==> src/include/bgc_pkg.sv <==
package bgc_pkg;

    // ------------------------------------------------------------
    // Register offsets in configuration space
    // ------------------------------------------------------------
    localparam logic [7:0] DEV_CTRL_OFS  = 8'h92;
    localparam logic [7:0] DIAG_OFS      = 8'h93;
    localparam logic [7:0] CAP_ID_OFS    = 8'hA0;
    localparam logic [7:0] NEXT_PTR_OFS  = 8'hA1;

    // ------------------------------------------------------------
    // Reset and fixed read values
    // ------------------------------------------------------------
    localparam logic [7:0] DEV_CTRL_RST  = 8'h66;
    localparam logic [7:0] DIAG_RST      = 8'h60;
    localparam logic [7:0] CAP_ID_VAL    = 8'h01;
    localparam logic [7:0] NEXT_PTR_VAL  = 8'h00;
    localparam logic [7:0] DIAG_ONES     = 8'h40;   // Bit 6 always reads 1

    // ------------------------------------------------------------
    // Storage masks: shared bits versus per-function bits
    // ------------------------------------------------------------
    localparam logic [7:0] DEV_GLOBAL_MASK  = 8'h49;   // Bits 6, 3, 0
    localparam logic [7:0] DEV_LOCAL_MASK   = 8'hA6;   // Bits 7, 5, 2, 1
    localparam logic [7:0] DIAG_GLOBAL_MASK = 8'h9E;   // Bits 7, 4, 3, 2, 1
    localparam logic [7:0] DIAG_LOCAL_MASK  = 8'h21;   // Bits 5, 0

    // ------------------------------------------------------------
    // Field positions
    // ------------------------------------------------------------
    localparam int DEV_HOLD_BIT     = 7;
    localparam int DEV_LOWVOLT_BIT  = 6;
    localparam int DEV_DIAGIO_BIT   = 5;
    localparam int DEV_RSVD_BIT     = 4;
    localparam int DEV_MODE_LSB     = 1;
    localparam int DIAG_IDMASK_BIT  = 7;
    localparam int DIAG_ONE_BIT     = 6;
    localparam int DIAG_CSC_BIT     = 5;
    localparam int DIAG_DLYOFF_BIT  = 4;
    localparam int DIAG_RETRY_BIT   = 3;
    localparam int DIAG_CARDSEL_BIT = 2;
    localparam int DIAG_HOSTSEL_BIT = 1;
    localparam int DIAG_ZVOFF_BIT   = 0;

    // ------------------------------------------------------------
    // Timing counts
    // ------------------------------------------------------------
    localparam logic [6:0] RETRY_LIMIT_SHORT = 7'h10;  // 16
    localparam logic [6:0] RETRY_LIMIT_LONG  = 7'h40;  // 64
    localparam int DISCARD_SHORT_EXP    = 10;
    localparam int DISCARD_LONG_EXP     = 15;
    localparam int DISCARD_SHORT_CYCLES = 1 << DISCARD_SHORT_EXP;
    localparam int DISCARD_LONG_CYCLES  = 1 << DISCARD_LONG_EXP;
    localparam logic [3:0] LEGACY_805_PCI_ROUTE = 4'h0;

    // ------------------------------------------------------------
    // Interrupt signaling modes
    // ------------------------------------------------------------
    typedef enum logic [1:0] {
        BGC_INT_PAR_PCI = 2'h0,
        BGC_INT_PAR_IRQ = 2'h1,
        BGC_INT_SER_IRQ = 2'h2,
        BGC_INT_SER_ALL = 2'h3
    } bgc_int_mode_type;

endpackage

==> src/include/bgc_discard_if.sv <==
`timescale 1ns/10ps
interface bgc_discard_if;
    logic run;        // Timer counts while high
    logic shortSel;   // High selects the short expiry
    logic expired;    // One-cycle pulse at expiry

    modport ctl (output run, output shortSel, input expired);
    modport tmr (input run, input shortSel, output expired);
endinterface

==> src/rtl/bgc_discard_timer.sv <==
`timescale 1ns/10ps
module bgc_discard_timer #(
    parameter int CNT_W        = 16,
    parameter int SHORT_CYCLES = bgc_pkg::DISCARD_SHORT_CYCLES,
    parameter int LONG_CYCLES  = bgc_pkg::DISCARD_LONG_CYCLES
) (
    input wire logic   mclk,
    input wire logic   rst,
    bgc_discard_if.tmr tif
);
    localparam logic [CNT_W-1:0] SHORT_LAST = CNT_W'(SHORT_CYCLES - 1);
    localparam logic [CNT_W-1:0] LONG_LAST  = CNT_W'(LONG_CYCLES - 1);

    logic [CNT_W-1:0] cnt_reg;
    logic [CNT_W-1:0] cnt_next;
    logic             done_reg;
    logic             done_next;
    logic             expired_reg;
    logic             expired_next;
    logic [CNT_W-1:0] lastCount;

    // ------------------------------------------------------------
    // Counter
    // ------------------------------------------------------------
    // Expiry fires once per run; dropping run rearms the timer
    always_comb
    begin
        lastCount    = tif.shortSel ? SHORT_LAST : LONG_LAST;
        cnt_next     = cnt_reg;
        done_next    = done_reg;
        expired_next = 1'b0;
        if (!tif.run)
        begin
            cnt_next  = '0;
            done_next = 1'b0;
        end
        else if (!done_reg)
        begin
            if (cnt_reg >= lastCount)
            begin
                expired_next = 1'b1;
                done_next    = 1'b1;
            end
            else
            begin
                cnt_next = cnt_reg + CNT_W'(1);
            end
        end
    end

    always_ff @(posedge mclk)
    begin
        if (rst)
        begin
            cnt_reg     <= '0;
            done_reg    <= 1'b0;
            expired_reg <= 1'b0;
        end
        else
        begin
            cnt_reg     <= cnt_next;
            done_reg    <= done_next;
            expired_reg <= expired_next;
        end
    end

    assign tif.expired = expired_reg;

    // ------------------------------------------------------------
    // Checks
    // ------------------------------------------------------------
    expire_time_a: assert property (@(posedge mclk) disable iff (rst)
        $rose(expired_reg) |-> $past(cnt_reg) == $past(lastCount))
        else $error("Discard timer expired at the wrong count");
    expire_once_a: assert property (@(posedge mclk) disable iff (rst)
        expired_reg |=> !expired_reg)
        else $error("Discard timer expiry longer than one cycle");
endmodule

==> src/rtl/bgc_global_config_regs.sv <==
`timescale 1ns/10ps
// Summary of operation
// - Hold bit blocks socket power-down in D3
// - Low-voltage force bit sets 3-V capability report
// - Diagnostic I/O bit writable, resets to one
// - Control bit 4 always reads zero
// - Two-bit field selects interrupt signaling scheme
// - Shared bits reachable only via function 0
// - Mask bit forces ID reads to ones
// - Diagnostic bit 6 always reads one
// - Routing bit chooses legacy status-change routing source
// - Diagnostic bit 4 disables delayed transactions
// - Diagnostic bit 3 extends retry latency 16 to 64
// - Card-side discard timer 2^10 or 2^15 clocks
// - Host-side discard timer 2^10 or 2^15 clocks
// - Zoom-video model enabled while its bit is zero
// - Capability identifier byte reads 01h
// - Next-item pointer byte reads zero
module bgc_global_config_regs #(
    parameter int DISCARD_SHORT = bgc_pkg::DISCARD_SHORT_CYCLES,
    parameter int DISCARD_LONG  = bgc_pkg::DISCARD_LONG_CYCLES
) (
    input  wire logic       mclk,
    input  wire logic       rst,
    input  wire logic       cfgFunc,
    input  wire logic [7:0] cfgAddr,
    input  wire logic [7:0] cfgWrData,
    input  wire logic       cfgWrEn,
    input  wire logic       cfgRdEn,
    output logic      [7:0] cfgRdData,
    output logic            cfgRdValid,
    output logic            cfgHit,
    input  wire logic [1:0] pwrDownReq,
    input  wire logic [1:0] inD3,
    output logic      [1:0] pwrDownAllow,
    output logic            lowVoltCapable,
    output logic      [1:0] diagIoBit,
    output logic      [1:0] parallelIrqEn,
    output logic      [1:0] serialIrqEn,
    output logic      [1:0] serialPciEn,
    output logic            idReadMask,
    input  wire logic [1:0] legacy803Bit4,
    input  wire logic [3:0] legacy805Hi0,
    input  wire logic [3:0] legacy805Hi1,
    output logic      [1:0] cscToPci,
    output logic            delayedTxnDisable,
    output logic      [6:0] retryLatencyLimit,
    input  wire logic       cardDiscardRun,
    input  wire logic       hostDiscardRun,
    output logic            cardDiscardExpired,
    output logic            hostDiscardExpired,
    output logic      [1:0] zoomVideoModelEnable
);
    // ------------------------------------------------------------
    // Helpers
    // ------------------------------------------------------------
    // Returns {parallel IRQ, serial IRQ, serial PCI}
    function automatic logic [2:0] modeFlags(input logic [1:0] mode);
        logic [2:0] flags;
        flags = 3'h0;
        unique case (bgc_pkg::bgc_int_mode_type'(mode))
            bgc_pkg::BGC_INT_PAR_PCI: flags = 3'h0;
            bgc_pkg::BGC_INT_PAR_IRQ: flags = 3'h4;
            bgc_pkg::BGC_INT_SER_IRQ: flags = 3'h2;
            bgc_pkg::BGC_INT_SER_ALL: flags = 3'h3;
        endcase
        return flags;
    endfunction

    function automatic logic isMapped(input logic [7:0] addr);
        return (addr == bgc_pkg::DEV_CTRL_OFS) || (addr == bgc_pkg::DIAG_OFS) ||
               (addr == bgc_pkg::CAP_ID_OFS) || (addr == bgc_pkg::NEXT_PTR_OFS);
    endfunction

    // ------------------------------------------------------------
    // Register storage
    // ------------------------------------------------------------
    logic [1:0][7:0] devLocal_reg;
    logic [1:0][7:0] devLocal_next;
    logic [1:0][7:0] diagLocal_reg;
    logic [1:0][7:0] diagLocal_next;
    logic      [7:0] devGlobal_reg;
    logic      [7:0] devGlobal_next;
    logic      [7:0] diagGlobal_reg;
    logic      [7:0] diagGlobal_next;
    logic      [7:0] rdData_reg;
    logic      [7:0] rdData_next;
    logic            rdValid_reg;
    logic            rdValid_next;
    logic            hit_reg;
    logic            hit_next;

    // Writes: per-function bits land in the addressed function, shared
    // bits only from function 0; fixed bits are masked off here
    always_comb
    begin
        devLocal_next   = devLocal_reg;
        diagLocal_next  = diagLocal_reg;
        devGlobal_next  = devGlobal_reg;
        diagGlobal_next = diagGlobal_reg;
        if (cfgWrEn)
        begin
            if (cfgAddr == bgc_pkg::DEV_CTRL_OFS)
            begin
                devLocal_next[cfgFunc] = cfgWrData & bgc_pkg::DEV_LOCAL_MASK;
                if (!cfgFunc)
                    devGlobal_next = cfgWrData & bgc_pkg::DEV_GLOBAL_MASK;
            end
            else if (cfgAddr == bgc_pkg::DIAG_OFS)
            begin
                diagLocal_next[cfgFunc] = cfgWrData & bgc_pkg::DIAG_LOCAL_MASK;
                if (!cfgFunc)
                    diagGlobal_next = cfgWrData & bgc_pkg::DIAG_GLOBAL_MASK;
            end
        end
    end

    // Read path: one cycle from request to data
    always_comb
    begin
        rdValid_next = cfgRdEn;
        hit_next     = cfgRdEn && isMapped(cfgAddr);
        rdData_next  = rdData_reg;
        if (cfgRdEn)
        begin
            // Unmapped offsets answer zero so an outer decoder may OR us in
            rdData_next = 8'h00;
            if (cfgAddr == bgc_pkg::DEV_CTRL_OFS)
                rdData_next = devLocal_reg[cfgFunc]
                            | (cfgFunc ? 8'h00 : devGlobal_reg);
            else if (cfgAddr == bgc_pkg::DIAG_OFS)
                rdData_next = diagLocal_reg[cfgFunc] | bgc_pkg::DIAG_ONES
                            | (cfgFunc ? 8'h00 : diagGlobal_reg);
            else if (cfgAddr == bgc_pkg::CAP_ID_OFS)
                rdData_next = bgc_pkg::CAP_ID_VAL;
            else if (cfgAddr == bgc_pkg::NEXT_PTR_OFS)
                rdData_next = bgc_pkg::NEXT_PTR_VAL;
        end
    end

    always_ff @(posedge mclk)
    begin
        if (rst)
        begin
            devLocal_reg   <= {2{bgc_pkg::DEV_CTRL_RST & bgc_pkg::DEV_LOCAL_MASK}};
            diagLocal_reg  <= {2{bgc_pkg::DIAG_RST & bgc_pkg::DIAG_LOCAL_MASK}};
            devGlobal_reg  <= bgc_pkg::DEV_CTRL_RST & bgc_pkg::DEV_GLOBAL_MASK;
            diagGlobal_reg <= bgc_pkg::DIAG_RST & bgc_pkg::DIAG_GLOBAL_MASK;
            rdData_reg     <= 8'h00;
            rdValid_reg    <= 1'b0;
            hit_reg        <= 1'b0;
        end
        else
        begin
            devLocal_reg   <= devLocal_next;
            diagLocal_reg  <= diagLocal_next;
            devGlobal_reg  <= devGlobal_next;
            diagGlobal_reg <= diagGlobal_next;
            rdData_reg     <= rdData_next;
            rdValid_reg    <= rdValid_next;
            hit_reg        <= hit_next;
        end
    end

    assign cfgRdData  = rdData_reg;
    assign cfgRdValid = rdValid_reg;
    assign cfgHit     = hit_reg;

    // ------------------------------------------------------------
    // Control outputs
    // ------------------------------------------------------------
    logic [1:0] allow_reg,  allow_next;
    logic       lowVolt_reg, lowVolt_next;
    logic [1:0] diagIo_reg, diagIo_next;
    logic [1:0] parIrq_reg, parIrq_next;
    logic [1:0] serIrq_reg, serIrq_next;
    logic [1:0] serPci_reg, serPci_next;
    logic       idMask_reg, idMask_next;
    logic [1:0] csc_reg,    csc_next;
    logic       dlyOff_reg, dlyOff_next;
    logic [6:0] retry_reg,  retry_next;
    logic [1:0] zvEn_reg,   zvEn_next;
    logic [3:0] legacy805Hi [2];
    logic [2:0] flags;

    // Outputs are registered, so they trail the register write by a cycle
    always_comb
    begin
        legacy805Hi[0] = legacy805Hi0;
        legacy805Hi[1] = legacy805Hi1;
        flags          = 3'h0;
        allow_next     = 2'h0;
        diagIo_next    = 2'h0;
        parIrq_next    = 2'h0;
        serIrq_next    = 2'h0;
        serPci_next    = 2'h0;
        csc_next       = 2'h0;
        zvEn_next      = 2'h0;
        for (int f = 0; f < 2; f++)
        begin
            // A held socket stays powered in D3 for wake events
            allow_next[f] = pwrDownReq[f]
                          & ~(inD3[f] & devLocal_reg[f][bgc_pkg::DEV_HOLD_BIT]);
            diagIo_next[f] = devLocal_reg[f][bgc_pkg::DEV_DIAGIO_BIT];
            flags = modeFlags(devLocal_reg[f][bgc_pkg::DEV_MODE_LSB +: 2]);
            parIrq_next[f] = flags[2];
            serIrq_next[f] = flags[1];
            serPci_next[f] = flags[0];
            if (diagLocal_reg[f][bgc_pkg::DIAG_CSC_BIT])
                csc_next[f] = (legacy805Hi[f] == bgc_pkg::LEGACY_805_PCI_ROUTE);
            else
                csc_next[f] = legacy803Bit4[f];
            zvEn_next[f] = ~diagLocal_reg[f][bgc_pkg::DIAG_ZVOFF_BIT];
        end
        lowVolt_next = devGlobal_reg[bgc_pkg::DEV_LOWVOLT_BIT];
        idMask_next  = diagGlobal_reg[bgc_pkg::DIAG_IDMASK_BIT];
        dlyOff_next  = diagGlobal_reg[bgc_pkg::DIAG_DLYOFF_BIT];
        retry_next   = diagGlobal_reg[bgc_pkg::DIAG_RETRY_BIT] ?
                       bgc_pkg::RETRY_LIMIT_LONG : bgc_pkg::RETRY_LIMIT_SHORT;
    end

    always_ff @(posedge mclk)
    begin
        if (rst)
        begin
            allow_reg   <= 2'h0;
            lowVolt_reg <= 1'b0;
            diagIo_reg  <= 2'h0;
            parIrq_reg  <= 2'h0;
            serIrq_reg  <= 2'h0;
            serPci_reg  <= 2'h0;
            idMask_reg  <= 1'b0;
            csc_reg     <= 2'h0;
            dlyOff_reg  <= 1'b0;
            retry_reg   <= bgc_pkg::RETRY_LIMIT_SHORT;
            zvEn_reg    <= 2'h0;
        end
        else
        begin
            allow_reg   <= allow_next;
            lowVolt_reg <= lowVolt_next;
            diagIo_reg  <= diagIo_next;
            parIrq_reg  <= parIrq_next;
            serIrq_reg  <= serIrq_next;
            serPci_reg  <= serPci_next;
            idMask_reg  <= idMask_next;
            csc_reg     <= csc_next;
            dlyOff_reg  <= dlyOff_next;
            retry_reg   <= retry_next;
            zvEn_reg    <= zvEn_next;
        end
    end

    assign pwrDownAllow         = allow_reg;
    assign lowVoltCapable       = lowVolt_reg;
    assign diagIoBit            = diagIo_reg;
    assign parallelIrqEn        = parIrq_reg;
    assign serialIrqEn          = serIrq_reg;
    assign serialPciEn          = serPci_reg;
    assign idReadMask           = idMask_reg;
    assign cscToPci             = csc_reg;
    assign delayedTxnDisable    = dlyOff_reg;
    assign retryLatencyLimit    = retry_reg;
    assign zoomVideoModelEnable = zvEn_reg;

    // ------------------------------------------------------------
    // Discard timers
    // ------------------------------------------------------------
    bgc_discard_if cardIf ();
    bgc_discard_if hostIf ();

    assign cardIf.run      = cardDiscardRun;
    assign cardIf.shortSel = diagGlobal_reg[bgc_pkg::DIAG_CARDSEL_BIT];
    assign hostIf.run      = hostDiscardRun;
    assign hostIf.shortSel = diagGlobal_reg[bgc_pkg::DIAG_HOSTSEL_BIT];

    bgc_discard_timer #(.SHORT_CYCLES(DISCARD_SHORT), .LONG_CYCLES(DISCARD_LONG)) cardTimer (
        .mclk (mclk),
        .rst  (rst),
        .tif  (cardIf.tmr)
    );

    bgc_discard_timer #(.SHORT_CYCLES(DISCARD_SHORT), .LONG_CYCLES(DISCARD_LONG)) hostTimer (
        .mclk (mclk),
        .rst  (rst),
        .tif  (hostIf.tmr)
    );

    assign cardDiscardExpired = cardIf.expired;
    assign hostDiscardExpired = hostIf.expired;

    // ------------------------------------------------------------
    // Checks
    // ------------------------------------------------------------
    hold_refuse_a: assert property (@(posedge mclk) disable iff (rst)
        (inD3[0] && pwrDownReq[0] && devLocal_reg[0][bgc_pkg::DEV_HOLD_BIT])
        |=> !pwrDownAllow[0])
        else $error("Socket power-down allowed while held in D3");
    volt_report_a: assert property (@(posedge mclk) disable iff (rst)
        (cfgWrEn && !cfgFunc && cfgAddr == bgc_pkg::DEV_CTRL_OFS)
        |=> ##1 lowVoltCapable == $past(cfgWrData[bgc_pkg::DEV_LOWVOLT_BIT], 2))
        else $error("Low-voltage capability does not follow written bit");
    ctrl_rsvd_a: assert property (@(posedge mclk) disable iff (rst)
        (cfgRdEn && cfgAddr == bgc_pkg::DEV_CTRL_OFS)
        |=> cfgRdValid && !cfgRdData[bgc_pkg::DEV_RSVD_BIT])
        else $error("Control bit 4 read as one");
    diag_one_a: assert property (@(posedge mclk) disable iff (rst)
        (cfgRdEn && cfgAddr == bgc_pkg::DIAG_OFS)
        |=> cfgRdData[bgc_pkg::DIAG_ONE_BIT])
        else $error("Diagnostic bit 6 read as zero");
    mode_decode_a: assert property (@(posedge mclk) disable iff (rst)
        serialPciEn[0] |-> serialIrqEn[0] && !parallelIrqEn[0])
        else $error("Inconsistent interrupt signaling flags");
    shared_guard_a: assert property (@(posedge mclk) disable iff (rst)
        (cfgWrEn && cfgFunc) |=> $stable(diagGlobal_reg) && $stable(devGlobal_reg))
        else $error("Function 1 altered a shared bit");
    id_mask_a: assert property (@(posedge mclk) disable iff (rst)
        (cfgWrEn && !cfgFunc && cfgAddr == bgc_pkg::DIAG_OFS)
        |=> ##1 idReadMask == $past(cfgWrData[bgc_pkg::DIAG_IDMASK_BIT], 2))
        else $error("ID mask does not follow written bit");
    retry_limit_a: assert property (@(posedge mclk) disable iff (rst)
        (cfgWrEn && !cfgFunc && cfgAddr == bgc_pkg::DIAG_OFS)
        |=> ##1 retryLatencyLimit == ($past(cfgWrData[bgc_pkg::DIAG_RETRY_BIT], 2) ?
                bgc_pkg::RETRY_LIMIT_LONG : bgc_pkg::RETRY_LIMIT_SHORT))
        else $error("Retry latency limit wrong");
    cap_const_a: assert property (@(posedge mclk) disable iff (rst)
        (cfgRdEn && cfgAddr == bgc_pkg::CAP_ID_OFS) |=> cfgRdData == 8'h01)
        else $error("Capability identifier not 01h");
    next_ptr_a: assert property (@(posedge mclk) disable iff (rst)
        (cfgRdEn && cfgAddr == bgc_pkg::NEXT_PTR_OFS) |=> cfgRdData == 8'h00)
        else $error("Next-item pointer not zero");
endmodule

==> config.mk <==
export PLATFORM = sky130hd
export DESIGN_NAME = bgc_global_config_regs
export DESIGN_NICKNAME = d
export VERILOG_FILES = /design/src/include/bgc_pkg.sv /design/src/include/bgc_discard_if.sv /design/src/rtl/bgc_discard_timer.sv /design/src/rtl/bgc_global_config_regs.sv
export SDC_FILE = /design/constraint.sdc
export NUM_CORES = 1
export LEC_CHECK = 0
export BUFFER_PORTS_ARGS = -buffer_cell sky130_fd_sc_hd__buf_2
export CAP_MARGIN = 30
export CORE_ASPECT_RATIO = 1.75
export CORE_MARGIN = 2
export CORE_UTILIZATION = 41
export CTS_BUF_LIST = sky130_fd_sc_hd__clkbuf_16
export DETAILED_ROUTE_END_ITERATION = 12
export GPL_ROUTABILITY_DRIVEN = 0
export GPL_TIMING_DRIVEN = 0
export SYNTH_ARGS = -nofsm -noshare
export SYNTH_HDL_FRONTEND = slang
export SYNTH_HIERARCHICAL = 1
export SYNTH_SLANG_ARGS = --single-unit
==> constraint.sdc <==
create_clock -name mclk -period 4.87 [get_ports mclk]
set_input_delay 0.2435 -clock mclk [delete_from_list [all_inputs] [get_ports mclk]]
set_output_delay 0.2435 -clock mclk [all_outputs]
set_load 0.05 [all_outputs]
# After elaboration in Yosys (flattened, before gate mapping)
# Cells that the tools add are included.
word_totals:
  inputBits: 37
  reg_bits: 110
  elab_cells: 103
  out_inout_bits: 36
op_classes:
  n_lt_le_gt_ge: 4
  eq_ne: 10
  n_addsub: 2
  bitwise: 18
  mux: 24
  n_reduce_logical: 19
op_table:
  columns: ["cell", "count"]
  rows:
  - ["$mux W8", 8]
  - ["$add A16 B1 Y16 const B", 2]
  - ["$bwmux W16", 2]
  - ["$eq A8 B8 Y1 const B", 4]
  - ["$ge A16 B16 Y1", 2]
  - ["$mux W15", 2]
  - ["$pmux W3 S4", 2]
  - ["$mux W7", 2]
  - ["$not A1 Y1", 12]
  - ["$demux W8 S1", 1]
  - ["$eq A2 B2 Y1 const B", 4]
  - ["$logic_not A4 Y1", 2]
  - ["$or A8 B7 Y8", 1]
  - ["$or A8 B8 Y8", 1]
  - ["$mux W1", 7]
  - ["$reduce_and A2 Y1", 3]
  - ["$reduce_and A3 Y1", 2]
  - ["$reduce_or A3 Y1", 2]
  - ["$and A1 B1 Y1", 4]
  - ["$eq A2 B1 Y1 const B", 2]
  - ["$logic_not A2 Y1", 2]
  - ["$reduce_and A4 Y1", 1]
  - ["$reduce_or A2 Y1", 2]
  - ["$logic_or A1 B1 Y1", 3]
  - ["3 further kinds", 4]

# Longest topological paths before layout
logic_depth:
  ltp_word: 5
  ltp_mapped: 7
  mapped_depth_nobuf: 6

# Hierarchy
# The synthesis kept the hierarchy.
by_module_without_submodules:
  columns: ["mod", "area_per_inst_um2", "instances", "cells_per_inst"]
  rows:
  - ["bgc_discard_timer", 1056.0, 2, 111]
  - ["bgc_global_config_regs", 1971.9, 1, 189]

# Worst setup path before layout
# Ideal clock, no wire load.
synth_timing:
  path_kind: "register to register"
  start: "reg diagGlobal_reg[2]"
  end: "reg cardTimer.cnt_reg[2]"
  stages_incl_launch_ff: 7
  period_less_slack_ns: 1.844
  setup_ns: 0.116
  t_arrival_ns: 1.729
  slack_ns: 3.026
  cell_sequence: "dfxtp_1 > ha_1 > a21oi_2 > o21ai_2 > a211oi_2 > a21oi_1 > a31o_1"
synth_between:
  elab_chain_cells: 4
synth_lines:
  columns: ["item", "line", "text"]
  rows:
  - ["start: declaration", "bgc_global_config_regs.sv:84", "logic [7:0] diagGlobal_reg;"]
  - ["start signal: assignment", "bgc_global_config_regs.sv:148", "diagGlobal_reg <= bgc_pkg::DIAG_RST & bgc_pkg::DIAG_GLOBAL_MASK;"]
  - ["start signal: assignment", "bgc_global_config_regs.sv:158", "diagGlobal_reg <= diagGlobal_next;"]
  - ["$mux W15", "bgc_discard_timer.sv:28", "lastCount = tif.shortSel ? SHORT_LAST : LONG_LAST;"]
  - ["$ge A16 B16 Y1", "bgc_discard_timer.sv:39", "if (cnt_reg >= lastCount)"]
  - ["$not A1 Y1 (no line)", null, null]
  - ["$reduce_and A2 Y1 (no line)", null, null]
  - ["end signal: assignment", "bgc_discard_timer.sv:61", "cnt_reg <= cnt_next;"]
  - ["end: declaration", "bgc_discard_timer.sv:14", "logic [CNT_W-1:0] cnt_reg;"]
# No other way between the ends.
# A chain may end at the register's enable or synchronous reset.

# Worst setup path after layout
layout_timing:
  start: "reg diagGlobal_reg[1]"
  end: "reg hostTimer.cnt_reg[4]"
layout_between:
  elab_chain_cells: 4
layout_lines:
  columns: ["item", "line"]
  rows:
  - ["$mux W15", "bgc_discard_timer.sv:28"]
  - ["$ge A16 B16 Y1", "bgc_discard_timer.sv:39"]
  - ["$not A1 Y1 (no line)", null]
  - ["$reduce_and A2 Y1 (no line)", null]
  - ["end signal: assignment", "bgc_discard_timer.sv:61"]
  - ["end: declaration", "bgc_discard_timer.sv:14"]
# No other way between the ends.

==> run metrics <==
Worst setup SP type=register; Hold Fails Final Rpt=0; number of distinct library cells after synthesis=51; number of antenna violations at the first check in global routing=0; RSZ-0062 raised after global routing=no; first-pass GRT wire length=15.0 mm; clock root cell=sky130_fd_sc_hd__clkbuf_16; Slew headroom=50.1%; pre-CTS setup slack=2.68 ns; share of flip-flops with an asynchronous set or reset=0%; number of optimization iterations in the first detailed-route pass=4; buffer levels on the longest clock path=2; largest cells by area after synthesis=sky130_fd_sc_hd__dfxtp_1, sky130_fd_sc_hd__mux2i_1, sky130_fd_sc_hd__nor2_1, sky130_fd_sc_hd__xnor2_1, sky130_fd_sc_hd__ha_1; Period minus WS final=2.17 ns; overall power=1.50 mW; number of flops mapped to enable cells by yosys=0; non-filler cells in the finished layout=620; clock tree from TritonCTS=yes; Worst Hold Class=in -> reg; DR vias=3178; FP Rows=48; DRC violation total after the first TritonRoute iteration=75; cell area after technology mapping=4080 um^2; internal cell power=1.13 mW; via count of the first global-routing pass=3272; smallest setup slack after layout=2.70 ns; biggest fanout along the worst timing path=8; highest cell delay on the worst timing path=0.54 ns; Clock power frac=46.3%; most common cell in the netlist=sky130_fd_sc_hd__dfxtp_1; data required time of the worst path=5.10 ns; total gr overflow=0; Die Area=10800 um^2; post-route setup TNS=0 ns; horizontal die dimension=79.4 um; maximum clock skew at final layout=0.00482 ns; share of final-layout standard cells stronger than drive strength 1=25.7%; # clock sinks=85; Diodes inserted=0; power per standard cell area=307 nW/um^2; number of buffers added to fix hold violations after cts=0; switching share of power=24.3%; final routed wirelength across all metal layers=9.06 mm; switching power=363 uW; most frequently used flop master after synthesis=sky130_fd_sc_hd__dfxtp_1; MaxCap Viol Count=0; worst-case register-to-register setup slack=2.70 ns; number of DRC violations after detailed routing=0; flip-flop and latch count after synthesis=85; Post-Synthesis Mean Instance Area=9.94 um^2; die height=136 um; Slew Viols, Final=0; total of buffers placed on input and output ports=64; area of the core region=9790 um^2; number of vias per cell=5.13; worst hold slack after final layout=0.0787 ns; fillers=948; Lkg Pwr=1.96 nW; Yosys top cell area share=41.7%; arrival time at the worst endpoint=2.40 ns; Post-Place Cells=604; HPWL Detailed=7.04 mm; maximum number of pins on one net before global-route repair=16; Reg clk slew, reported paths=0.06 ns; cell with the largest stage delay on the worst path=sky130_fd_sc_hd__a211oi_2; Post-Syn Instances=411; run status=completed; part of the cycle the worst path needs=44.6%; Final Core Density=49.8%; Setup crit end kind=register; synth cell count leaders=sky130_fd_sc_hd__dfxtp_1, sky130_fd_sc_hd__nor2_1, sky130_fd_sc_hd__mux2i_1; count of cells resized by post-cts repair=0; relative area change from synthesis to final layout=19.3%; final setup fails=0; total cell area at the placement stage=4580 um^2; series of cell instances along the critical path=ha_1 -> a21oi_2 -> o21ai_2 -> a211oi_2 -> nand4_1 -> mux2i_1; worst-skew pair later-pin latency=0.34 ns; setup repair bufs after CTS=0; NumNets Final=539; flip-flop and latch area=1700 um^2; count of yosys warnings during synthesis=6; Max Clock Freq=461 MHz; proportion of power drawn by flip-flops and latches=47.1%; post-DR wirelength/cell=14.6 um; combinational cell fraction of total power=6.6%; worst ir drop on vdd=0.181 mV; sequential share of the synthesized area=41.7%; Initial Utilization=41.7%; Detail Route Antenna Nets=0; path type of the worst setup path=reg -> reg; area leader, netlist=sky130_fd_sc_hd__dfxtp_1; total clock buffers created by CTS=9; H-Tree Level Count=3; io pins=73; Post-Layout Inst Area=4870 um^2; area of the multi-input gates=2210 um^2; overall global routing resource usage=18.1%; pin slew with the least headroom to its limit=0.742 ns
-- worst paths after layout --
path	start	end	cells past startpoint
min reg2reg	diagLocal_reg[0]	zoomVideoModelEnable[0]	1
max reg2reg	diagGlobal_reg[1]	hostTimer/cnt_reg[4]	6
min	inD3[0]	pwrDownAllow[0]	2
max	diagGlobal_reg[1]	hostTimer/cnt_reg[4]	6
-- metal layers --
metal  share of wire, %  GRT usage [%]
met1                 37           16.4
met3                4.3           3.65
met5                  0              0
met2                 56           36.2
met4                2.8           8.91
-- cell families (layout without fill, tap and decap cells) --
logic type | count (synthesis) | after routing | share of synthesized area (%)
XOR/XNOR | 20 | 20 | 4.29
other | 1 | 5 | 0.0918
adder cells (fa/ha/maj) | 12 | 12 | 3.68
buffers and inverters | 38 | 118 | 4.50
flip-flops | 85 | 85 | 41.7
AND/OR/NAND/NOR | 159 | 159 | 22.5
multiplexers | 30 | 30 | 7.72
AO/OA/AOI/OAI | 66 | 66 | 15.6
-- layout make-up --
cell class                 count  share of cell area [%]
buffer                        22                    2.54
sequential                    85                    34.9
clock inverter                 7                    1.49
timing repair buffer          64                    6.57
clock buffer                   9                    4.62
multi-input combinational    292                    45.4
inverter                      16                    1.23
tap                          125                    3.21
-- cell usage in the layout (no fill, tap or decap), drive strengths merged, types with 3 or more instances in the layout --
master / instances
a2111oi: 10
a211oi: 12
a21oi: 17
a22o: 4
a41oi: 3
and2: 4
and3: 8
and4: 4
buf: 77
clkbuf: 18
conb: 5
dfxtp: 85
ha: 12
inv: 19
mux2i: 27
nand2: 13
nand2b: 22
nand3: 14
nand4: 12
nor2: 52
nor2b: 14
nor3: 6
nor4: 4
o2111ai: 3
o21a: 4
o21ai: 4
o2bb2ai: 5
xnor2: 20
-- worst max-delay path: cells and delay by family (launching register included) --
| family | cells | cell delay [ns] |
|---|---|---|
| mux | 1 | 0.15 |
| fa+ha+maj | 1 | 0.31 |
| compound gates | 3 | 0.91 |
| simple gates | 1 | 0.19 |
| flops | 1 | 0.50 |
-- power by group through the flow --
| stage | clock network [mW] | logic (mW) | registers (mW) |
|---|---|---|---|
| final | 0.693 | 0.0994 | 0.705 |
| after CTS | 0.710 | 0.101 | 0.705 |
| after global placement | 0 | 0.0993 | 0.721 |
| after detailed placement | 0 | 0.100 | 0.721 |
| after global routing | 0.739 | 0.107 | 0.705 |
| after floorplan | 0 | 0.0455 | 0.741 |
Note: power is estimated with default switching activity, not from simulation.
